==> config.mk <==
export PLATFORM = sky130hd
export DESIGN_NAME = sysref_output_state_control
export DESIGN_NICKNAME = d
export VERILOG_FILES = /design/src/logic/sysref_out_lane.v /design/src/logic/sysref_output_state_control.v
export VERILOG_INCLUDE_DIRS = /design/src /design/src/pkg
export SDC_FILE = /design/constraint.sdc
export NUM_CORES = 1
export LEC_CHECK = 0
export BUFFER_PORTS_ARGS = -buffer_cell sky130_fd_sc_hd__buf_4
export CORE_MARGIN = 2
export CORE_UTILIZATION = 30
export DETAILED_ROUTE_END_ITERATION = 8
export HOLD_SLACK_MARGIN = 0.1
export PLACE_DENSITY_LB_ADDON = 0.08
export SLEW_MARGIN = 20
export SYNTH_ARGS = -nofsm -noshare
export SYNTH_HDL_FRONTEND = slang
export SYNTH_SLANG_ARGS = --single-unit
==> constraint.sdc <==
create_clock -name sys_clk -period 1.4 [get_ports sys_clk]
set_input_delay 0.28 -clock sys_clk [delete_from_list [all_inputs] [get_ports sys_clk]]
set_output_delay 0.28 -clock sys_clk [all_outputs]
set_load 0.02 [all_outputs]
==> src/pkg/sysref_out_defines.vh <==
// constants for the sysref output state control block
`ifndef SYSREF_OUT_DEFINES_VH
`define SYSREF_OUT_DEFINES_VH
// number of sysref outputs
`define NUM_OUTS 4
// output format codes {format_hi_sel, format_sel}
`define FMT_LVDS 2'b00
`define FMT_LVPECL 2'b01
`define FMT_RSVD 2'b10
`define FMT_HCSL 2'b11
// amplitude codes
`define AMP_350 2'b00
`define AMP_750 2'b01
`define AMP_1000A 2'b10
`define AMP_1000B 2'b11
// amplitude level codes presented to the driver
`define LVL_350 2'b00
`define LVL_750 2'b01
`define LVL_1000 2'b10
`define LVL_NONE 2'b11
// reset values
`define RST_AMP 2'b01
`define RST_BIT 1'b0
// leg drive states: low, high, crosspoint, toggling
`define LEG_LOW 2'b00
`define LEG_HIGH 2'b01
`define LEG_XPT 2'b10
`define LEG_SWITCH 2'b11
// per-output state codes
`define ST_IDLE 2'b00
`define ST_RUN 2'b01
`define ST_OFF 2'b10
`endif

==> src/logic/sysref_out_lane.v <==
// one sysref output lane: configuration registers and drive state
`timescale 1ns/1ns
`include "sysref_out_defines.vh"
module sysref_out_lane (
  input wire sys_clk,
  input wire srst,
  input wire cfgWrite,
  input wire cfgBiasSel,
  input wire [1:0] cfgAmp,
  input wire cfgPowerdown,
  input wire cfgFormatHi,
  input wire cfgFormat,
  input wire cfgGate,
  input wire biasKind,
  input wire globalPd,
  input wire rearm,
  input wire refRise,
  output reg outBiasSel,
  output reg [1:0] ampSel,
  output reg outPowerdown,
  output reg formatHiSel,
  output reg formatSel,
  output reg outGate,
  output reg [1:0] trueLeg,
  output reg [1:0] compLeg,
  output reg [1:0] ampLevel,
  output reg ampReserved,
  output reg fmtReserved,
  output reg driverOn
);
  // ----------------------------------------
  // lane state
  // ----------------------------------------
  reg [1:0] state;
  reg [1:0] next_state;
  reg [1:0] next_true;
  reg [1:0] next_comp;
  reg [1:0] next_level;
  wire [1:0] fmt = {formatHiSel, formatSel};
  wire isLvds = (fmt == `FMT_LVDS);
  wire active = ~outPowerdown & outGate & ~globalPd;

  // own copy of every per-output field
  always @(posedge sys_clk) begin
    if (srst) begin
      outBiasSel <= `RST_BIT;
      ampSel <= `RST_AMP;
      outPowerdown <= `RST_BIT;
      formatHiSel <= `RST_BIT;
      formatSel <= `RST_BIT;
      outGate <= `RST_BIT;
    end else if (cfgWrite) begin
      outBiasSel <= cfgBiasSel;
      ampSel <= cfgAmp;
      outPowerdown <= cfgPowerdown;
      formatHiSel <= cfgFormatHi;
      formatSel <= cfgFormat;
      outGate <= cfgGate;
    end
  end

  // idle waits for the first reference edge; run keeps switching
  always @* begin
    next_state = state;
    case (state)
      `ST_IDLE: begin
        if (!active) begin
          next_state = `ST_OFF;
        end else if (refRise && !(isLvds && outBiasSel)) begin
          next_state = `ST_RUN;
        end
      end
      `ST_RUN: begin
        if (!active) begin
          next_state = `ST_OFF;
        end else if (isLvds && outBiasSel) begin
          // blocking an lvds lane mid-run drops it back to a static idle
          next_state = `ST_IDLE;
        end
      end
      `ST_OFF: begin
        // leaving power-down goes back to idle, never straight to switching
        if (active) begin
          next_state = `ST_IDLE;
        end
      end
      default: next_state = `ST_OFF;
    endcase
    if (rearm && active) begin
      next_state = `ST_IDLE;
    end
  end

  // leg drive decode
  always @* begin
    next_true = `LEG_LOW;
    next_comp = `LEG_HIGH;
    if (outPowerdown || !outGate || globalPd || next_state == `ST_OFF) begin
      next_true = `LEG_LOW;
      next_comp = `LEG_HIGH;
    end else if (next_state == `ST_RUN && !(isLvds && outBiasSel)) begin
      next_true = `LEG_SWITCH;
      next_comp = `LEG_SWITCH;
    end else if (isLvds && biasKind) begin
      next_true = `LEG_XPT;
      next_comp = `LEG_XPT;
    end else begin
      next_true = `LEG_LOW;
      next_comp = `LEG_HIGH;
    end
  end

  // amplitude decode; lvds upper codes are flagged, not driven
  always @* begin
    case (ampSel)
      `AMP_350: next_level = `LVL_350;
      `AMP_750: next_level = `LVL_750;
      `AMP_1000A: next_level = isLvds ? `LVL_NONE : `LVL_1000;
      `AMP_1000B: next_level = isLvds ? `LVL_NONE : `LVL_1000;
      default: next_level = `LVL_NONE;
    endcase
    if (outPowerdown) begin
      next_level = `LVL_NONE;
    end
  end

  // registered outputs
  always @(posedge sys_clk) begin
    if (srst) begin
      state <= `ST_OFF;
      trueLeg <= `LEG_LOW;
      compLeg <= `LEG_HIGH;
      ampLevel <= `LVL_NONE;
      ampReserved <= 1'b0;
      fmtReserved <= 1'b0;
      driverOn <= 1'b0;
    end else begin
      state <= next_state;
      trueLeg <= next_true;
      compLeg <= next_comp;
      ampLevel <= next_level;
      ampReserved <= isLvds & ampSel[1] & ~outPowerdown;
      fmtReserved <= (fmt == `FMT_RSVD) & ~outPowerdown;
      driverOn <= ~outPowerdown & ~globalPd;
    end
  end
endmodule

==> src/logic/sysref_output_state_control.v <==
// top of the sysref output state control: shared bias, global power-down, four lanes
`timescale 1ns/1ns
`include "sysref_out_defines.vh"
// Function
// dc bias with bias select clear idles lvds low/high and switches from the first reference rising edge.
// dc bias with bias select set holds lvds static low/high through sysref events.
// ac bias with bias select clear idles both legs at the crosspoint and switches from the first rising edge.
// ac bias with bias select set holds both legs at the crosspoint through sysref events.
// the bias select has no effect on lvpecl outputs and resets to zero.
// amplitude resets to 01, lvpecl maps codes to 350/750/1000/1000 mV, lvds upper codes are reserved.
// per-output power-down overrides format, gate and amplitude and resets to powered up.
// format pair decodes 00 lvds, 01 lvpecl, 11 ac-hcsl, 10 reserved, both reset to zero.
// gate clear holds the output disabled low, gate set enables it, reset clear.
// software pulses global power-down after setting ac bias to move legs to the crosspoint.
// software repeats the global power-down pulse after sysref generation stops.
// global power-down set powers down all sysref blocks, clear powers them up, resets to zero.
// each output owns its field copies and all outputs share the bias kind.
// the falling edge of global power-down re-arms lvds outputs to the idle state.
module sysref_output_state_control #(
  parameter NOUT = `NUM_OUTS
) (
  input wire sys_clk,
  input wire srst,
  input wire sysrefIn,
  input wire biasKindWrite,
  input wire biasKindIn,
  input wire globalPdWrite,
  input wire globalPdIn,
  input wire [NOUT-1:0] laneWrite,
  input wire [NOUT-1:0] cfgBiasSel,
  input wire [2*NOUT-1:0] cfgAmp,
  input wire [NOUT-1:0] cfgPowerdown,
  input wire [NOUT-1:0] cfgFormatHi,
  input wire [NOUT-1:0] cfgFormat,
  input wire [NOUT-1:0] cfgGate,
  output reg biasKind,
  output reg sysrefGlobalPd,
  output wire [NOUT-1:0] outBiasSel,
  output wire [2*NOUT-1:0] ampSel,
  output wire [NOUT-1:0] outPowerdown,
  output wire [NOUT-1:0] formatHiSel,
  output wire [NOUT-1:0] formatSel,
  output wire [NOUT-1:0] outGate,
  output wire [2*NOUT-1:0] sysrefOutTrue,
  output wire [2*NOUT-1:0] sysrefOutComplement,
  output wire [2*NOUT-1:0] ampLevel,
  output wire [NOUT-1:0] ampReserved,
  output wire [NOUT-1:0] fmtReserved,
  output wire [NOUT-1:0] driverOn,
  output reg sysrefActive
);
  // ----------------------------------------
  // reference input synchroniser
  // ----------------------------------------
  reg refMeta;
  reg refSyncA;
  reg refSyncB;
  reg refLevel;
  reg refRise;
  reg rearm;

  // a change counts once the second and third stages agree
  always @(posedge sys_clk) begin
    if (srst) begin
      refMeta <= 1'b0;
      refSyncA <= 1'b0;
      refSyncB <= 1'b0;
      refLevel <= 1'b0;
      refRise <= 1'b0;
    end else begin
      refMeta <= sysrefIn;
      refSyncA <= refMeta;
      refSyncB <= refSyncA;
      if (refSyncA == refSyncB) begin
        refLevel <= refSyncB;
      end
      refRise <= (refSyncA == refSyncB) & refSyncB & ~refLevel;
    end
  end

  // ----------------------------------------
  // shared controls
  // ----------------------------------------
  // global power-down falling edge produces the crosspoint re-arm pulse
  always @(posedge sys_clk) begin
    if (srst) begin
      biasKind <= `RST_BIT;
      sysrefGlobalPd <= `RST_BIT;
      rearm <= 1'b0;
      sysrefActive <= 1'b0;
    end else begin
      if (biasKindWrite) begin
        biasKind <= biasKindIn;
      end
      if (globalPdWrite) begin
        sysrefGlobalPd <= globalPdIn;
      end
      // one-cycle pulse; relies on software pulsing per
      rearm <= globalPdWrite & sysrefGlobalPd & ~globalPdIn;
      sysrefActive <= ~sysrefGlobalPd & refLevel;
    end
  end

  // ----------------------------------------
  // output lanes
  // ----------------------------------------
  genvar i;
  generate
    for (i = 0; i < NOUT; i = i + 1) begin : lane
      sysref_out_lane u_lane (
        .sys_clk(sys_clk),
        .srst(srst),
        .cfgWrite(laneWrite[i]),
        .cfgBiasSel(cfgBiasSel[i]),
        .cfgAmp(cfgAmp[2*i+1:2*i]),
        .cfgPowerdown(cfgPowerdown[i]),
        .cfgFormatHi(cfgFormatHi[i]),
        .cfgFormat(cfgFormat[i]),
        .cfgGate(cfgGate[i]),
        .biasKind(biasKind),
        .globalPd(sysrefGlobalPd),
        .rearm(rearm),
        .refRise(refRise),
        .outBiasSel(outBiasSel[i]),
        .ampSel(ampSel[2*i+1:2*i]),
        .outPowerdown(outPowerdown[i]),
        .formatHiSel(formatHiSel[i]),
        .formatSel(formatSel[i]),
        .outGate(outGate[i]),
        .trueLeg(sysrefOutTrue[2*i+1:2*i]),
        .compLeg(sysrefOutComplement[2*i+1:2*i]),
        .ampLevel(ampLevel[2*i+1:2*i]),
        .ampReserved(ampReserved[i]),
        .fmtReserved(fmtReserved[i]),
        .driverOn(driverOn[i])
      );
    end
  endgenerate
endmodule

== Word level (Yosys, flattened, before mapping) ==
Cells that the tools add are included.

* Bits of input ports: 39
* Flip-flop bits (word level): 81

* Reductions and logical operators: 68
* Eq/ne operators: 33
* Multiplexer cells: 52
* Bitwise logic cells: 36

{| class="wikitable"
|+ Operator list
! operator !! number
|-
| $mux 2 || 40
|-
| $pmux 2 s3 || 8
|-
| $eq 2x2->1 const B || 20
|-
| $and 1x1->1 || 29
|-
| $eq 2x1->1 const B || 12
|-
| $logic_not 2->1 || 12
|-
| $reduce_or 2->1 || 12
|-
| $logic_and 1x1->1 || 20
|-
| $logic_or 1x1->1 || 12
|-
| $reduce_or 3->1 || 4
|-
| $logic_not 1->1 || 8
|-
| $not 1->1 || 7
|-
| $mux 1 || 4
|-
| $eq 1x1->1 || 1
|}

== Longest topological paths before layout ==
* Depth in word-level cells: 11
* Mapped depth: 5
* Gate-level depth less buffers: 4

== Hierarchy ==
A second synthesis with hierarchy kept.

* Cell total of the unflattened synthesis: 239
* Area total of the unflattened synthesis: 2616.3 um2

{| class="wikitable"
|+ Modules (own cells, without submodules)
! module !! area each (um2) !! cells each !! instances
|-
| sysref_out_lane || 578.1 || 54 || 4
|-
| sysref_output_state_control || 304.0 || 23 || 1
|}

== Least setup slack after synthesis ==
Ideal clock, no wire load.

* Path kind: flip-flop to flip-flop
* Start point: register sysrefGlobalPd
* End point: register lane[3].u_lane.compLeg[0]
* Cell stages (with the launch flop): 5
* Arrival: 1.190 ns
* Path buffers: 1
* Setup slack: 0.082 ns
* Period minus slack after synthesis: 1.318 ns
* Cell sequence: dfxtp_1 > buf_6 > nor3_4 > o211ai_1 > or3b_1

* Longest elaborated chain between the ends: 8

{| class="wikitable"
|+ RTL lines
! item !! RTL line !! source
|-
| from (decl) || sysref_output_state_control.v:37 || <nowiki>output reg sysrefGlobalPd,</nowiki>
|-
| from (signal assigned) || sysref_output_state_control.v:88 || <nowiki>sysrefGlobalPd <= `RST_BIT;</nowiki>
|-
| from (signal assigned) || sysref_output_state_control.v:96 || <nowiki>sysrefGlobalPd <= globalPdIn;</nowiki>
|-
| $not 1->1 || sysref_out_lane.v:41 || <nowiki>wire active = ~outPowerdown & outGate & ~globalPd;</nowiki>
|-
| $and 1x1->1 || sysref_out_lane.v:41 ||
|-
| $mux 2, on equally long branches || sysref_out_lane.v:83, sysref_out_lane.v:67, sysref_out_lane.v:74 ||
|-
| $pmux 2 s3 || sysref_out_lane.v:65 || <nowiki>case (state)</nowiki>
|-
| $mux 2 || sysref_out_lane.v:89 || <nowiki>if (rearm && active) begin</nowiki>
|-
| $eq 2x1->1 (no source line) or $eq 2x2->1 (tied branches) || -- ||
|-
| $logic_and 1x1->1 or $logic_or 1x1->1 (tied branches) || -- ||
|-
| $reduce_or 3->1 (no source line) * || -- ||
|-
| to (signal assigned) || sysref_out_lane.v:132 || <nowiki>compLeg <= `LEG_HIGH;</nowiki>
|-
| to (signal assigned) || sysref_out_lane.v:140 || <nowiki>compLeg <= next_comp;</nowiki>
|-
| to (decl) || sysref_out_lane.v:25 || <nowiki>output reg [1:0] compLeg,</nowiki>
|}

Mark *: on every way between the ends. The rest lies on a longest branch, timed or not.
A chain may end at the register's enable or synchronous reset.

== Worst setup path in the final report ==
* Start point: register sysrefGlobalPd
* End point: output sysrefGlobalPd

No word-level cell between the ends.

==> metrics <==
largest net degree at the start of global routing=32; # rows=35; gr ovfl total=0; Fin Setup TNS=0 ns; EDFF count, synth=0; CTS tree=built; Primary FF master, synth=dfxtp_1; CTS Sinks=77; crit path max-delay cell type=dfxtp_4; Die X-Extent=102 µm; WL per Instance=12.9 µm; Leak=0.00171 µW; RSZ-0062 raised after global routing=no; CP peak stage delay=0.37 ns; Core Area=9240 µm²; internal power=3480 µW; worst hold path type=in2reg; Setup WS pre-CTS=0.0699 ns; drt first pass iters=4; power per cell area=1220 nW/µm²; fmax=742 MHz; CTS Buf Count=9; register area share after synthesis=0.540; CP required=1.12 ns; Mapped Nets=314; relative slew slack=0.751; commonest non-fill, non-tap cell in the layout=buf_4; first-pass GRT wire length=9.76 mm; Root Buffer=clkbuf_8; CP top delay family=flip-flops; Reg power frac=0.510; Die ar.=10,300 µm²; final setup violating endpoints=0; worst path cell trace=buf_6, buf_6, buf_6; H-tree Lvls=3; Mean Syn Cell Area=10.4 µm²; Die Ht=102 µm; vias in the first global route=1,986; maxcap violations=0; Worst Path Buf+Inv=3; crit path launch type=flip-flop; I/O Buffers=105; detailed-route via count=2,057; nature of the critical path endpoint=output port; clk_skew=0.0110 ns; Mapped Area=2850 µm²; Final Max Slew Viols=0; Final period util=0.963; gpl congestion=0.737; cell mode on critical path=buf_6; mean number of vias per cell=4.21; DRT antenna net count=0; asr flop ratio synth=0; Skew-Pair Late Insertion Delay=0.34 ns; Tmin final=1.35 ns; IO Count=106; Worst Max-Slew Pin Slew=0.372 ns; status=finished clean; diode count=0; area delta synth->final=32.8%; Yosys reg bits=77; final wirelength=6.31 mm; share of power burned in the clock network=0.363; Synth Instances=274; Sw Share=0.248; Worst Path Class, Setup=reg2out; final hold viol count=0; synth warn=0; Initial Util=0.309; Clock transition at path regs=0.08 ns; Switch Pwr=1150 µW; VDD IR max=506 µV; HPWL after DPL=4.62 mm; fin nets=396; Netlist cell types=37; Clock Tree Buf Depth=2; combinational power share=0.127; layout cells sized above 1=0.389; Critical Path AT=1.07 ns; crit-path max FO=5; setup ws final=0.0515 ns; DRC viols=0; most frequent cells in the layout=115 x buf_4, 75 x dfxtp_1, 43 x nor2_1; DRT iter0 DRCs=35; initial antenna violation count=0; gr usage total=0.125
-- synth_stat cells, types with 3 or more instances --
cell type / number / share of area
a211o_1: 4 / 0.012
nor4b_1: 4 / 0.012
and3_1: 3 / 0.0066
nor2b_1: 10 / 0.022
dfxtp_1: 77 / 0.54
nor3_4: 3 / 0.017
or3b_1: 3 / 0.0092
mux2i_1: 27 / 0.095
buf_4: 36 / 0.095
nor2_1: 43 / 0.057
o21ai_0: 6 / 0.011
buf_2: 5 / 0.0088
clkbuf_1: 3 / 0.0039
nand2_1: 12 / 0.016
or3_1: 5 / 0.011
nor3_1: 4 / 0.0070
-- layout make-up --
| type | count | area, µm² |
|---|---|---|
| multi-input combinational | 148 | 972 |
| tap | 129 | 161 |
| clock buffer | 11 | 151 |
| fill | 949 | 5450 |
| inverter | 1 | 3.75 |
| timing repair buffer | 119 | 907 |
| sequential | 77 | 1550 |
| clock inverter | 4 | 47.5 |
-- power groups by stage --
stage          combinational, µW  sequential (µW)  clock [µW]
6_report                     588             2360        1680
3_5_place_dp                 587             2410           0
3_3_place_gp                 584             2410           0
4_1_cts                      595             2360        1750
5_1_grt                      637             2370        1850
2_1_floorplan                333             2440           0
-- registers in the layout (all words and copies together) (netlist names), 8 cells and up --
name	cells
lane.u_lane.ampLevel	8
lane.u_lane.ampSel	8
lane.u_lane.compLeg	8
lane.u_lane.state	8
-- final timing paths --
| path | startpoint | endpoint | slack, ns | cells after the start |
|---|---|---|---|---|
| worst max register to register | lane[3].u_lane.outBiasSel$_SDFFE_PP0P_ | lane[3].u_lane.compLeg[0]$_SDFF_PP1_ | 0.08 | 3 |
| worst min register to register | refLevel$_SDFFE_PP0N_ | refRise$_SDFF_PP0_ | 0.44 | 1 |
| worst min-delay path | cfgAmp[6] | lane[3].u_lane.ampSel[0]$_SDFFE_PP1P_ | 0.13 | 2 |
| worst max-delay path | sysrefGlobalPd$_SDFFE_PP0P_ | sysrefGlobalPd | 0.05 | 3 |
-- what timing repair did --
action | CTS | global route
resized for setup | 6 | 0
hold endpoints to repair | 1 | 0
hold buffers | 1 | 0
setup endpoints to repair | 2 | 1
buffers inserted | 0 | 1
-- per-layer routing --
metal | routed length, µm | share of wire | GRT usage | vias to the layer above
met5 | 0 | 0 | 0 | -
met4 | 112 | 0.018 | 0.0561 | 0
met3 | 349 | 0.055 | 0.0352 | 9
met2 | 2830 | 0.45 | 0.190 | 59
met1 | 3020 | 0.48 | 0.165 | 936
li1 | - | - | - | 1053
-- metrics by stage --
step | std cells | cell area, µm² | hold WS (ns) | power [µW] | util
detailed placement | 472 | 3560 | 0.433 | 3000 | 0.385
global placement | 472 | 3560 | 0.433 | 3000 | 0.385
global route | 489 | 3790 | 0.121 | 4860 | 0.410
CTS | 488 | 3780 | 0.119 | 4700 | 0.409
finish | 489 | 3790 | 0.132 | 4630 | 0.410
floorplan | 274 | 2850 | 0.347 | 2770 | -
-- kinds of logic (layout without fill, tap and decap cells) --
kind of cell               after synthesis  after routing  share of synthesized area
and+or+nand+nor                         97             97                      0.181
muxes                                   27             27                     0.0947
AOI/OAI and AO/OA                       23             23                     0.0609
buffers and inverters                   49            135                      0.119
adders and majority gates                1              1                    0.00438
DFF                                     77             77                      0.540
Power figures use the tool's default switching activity.
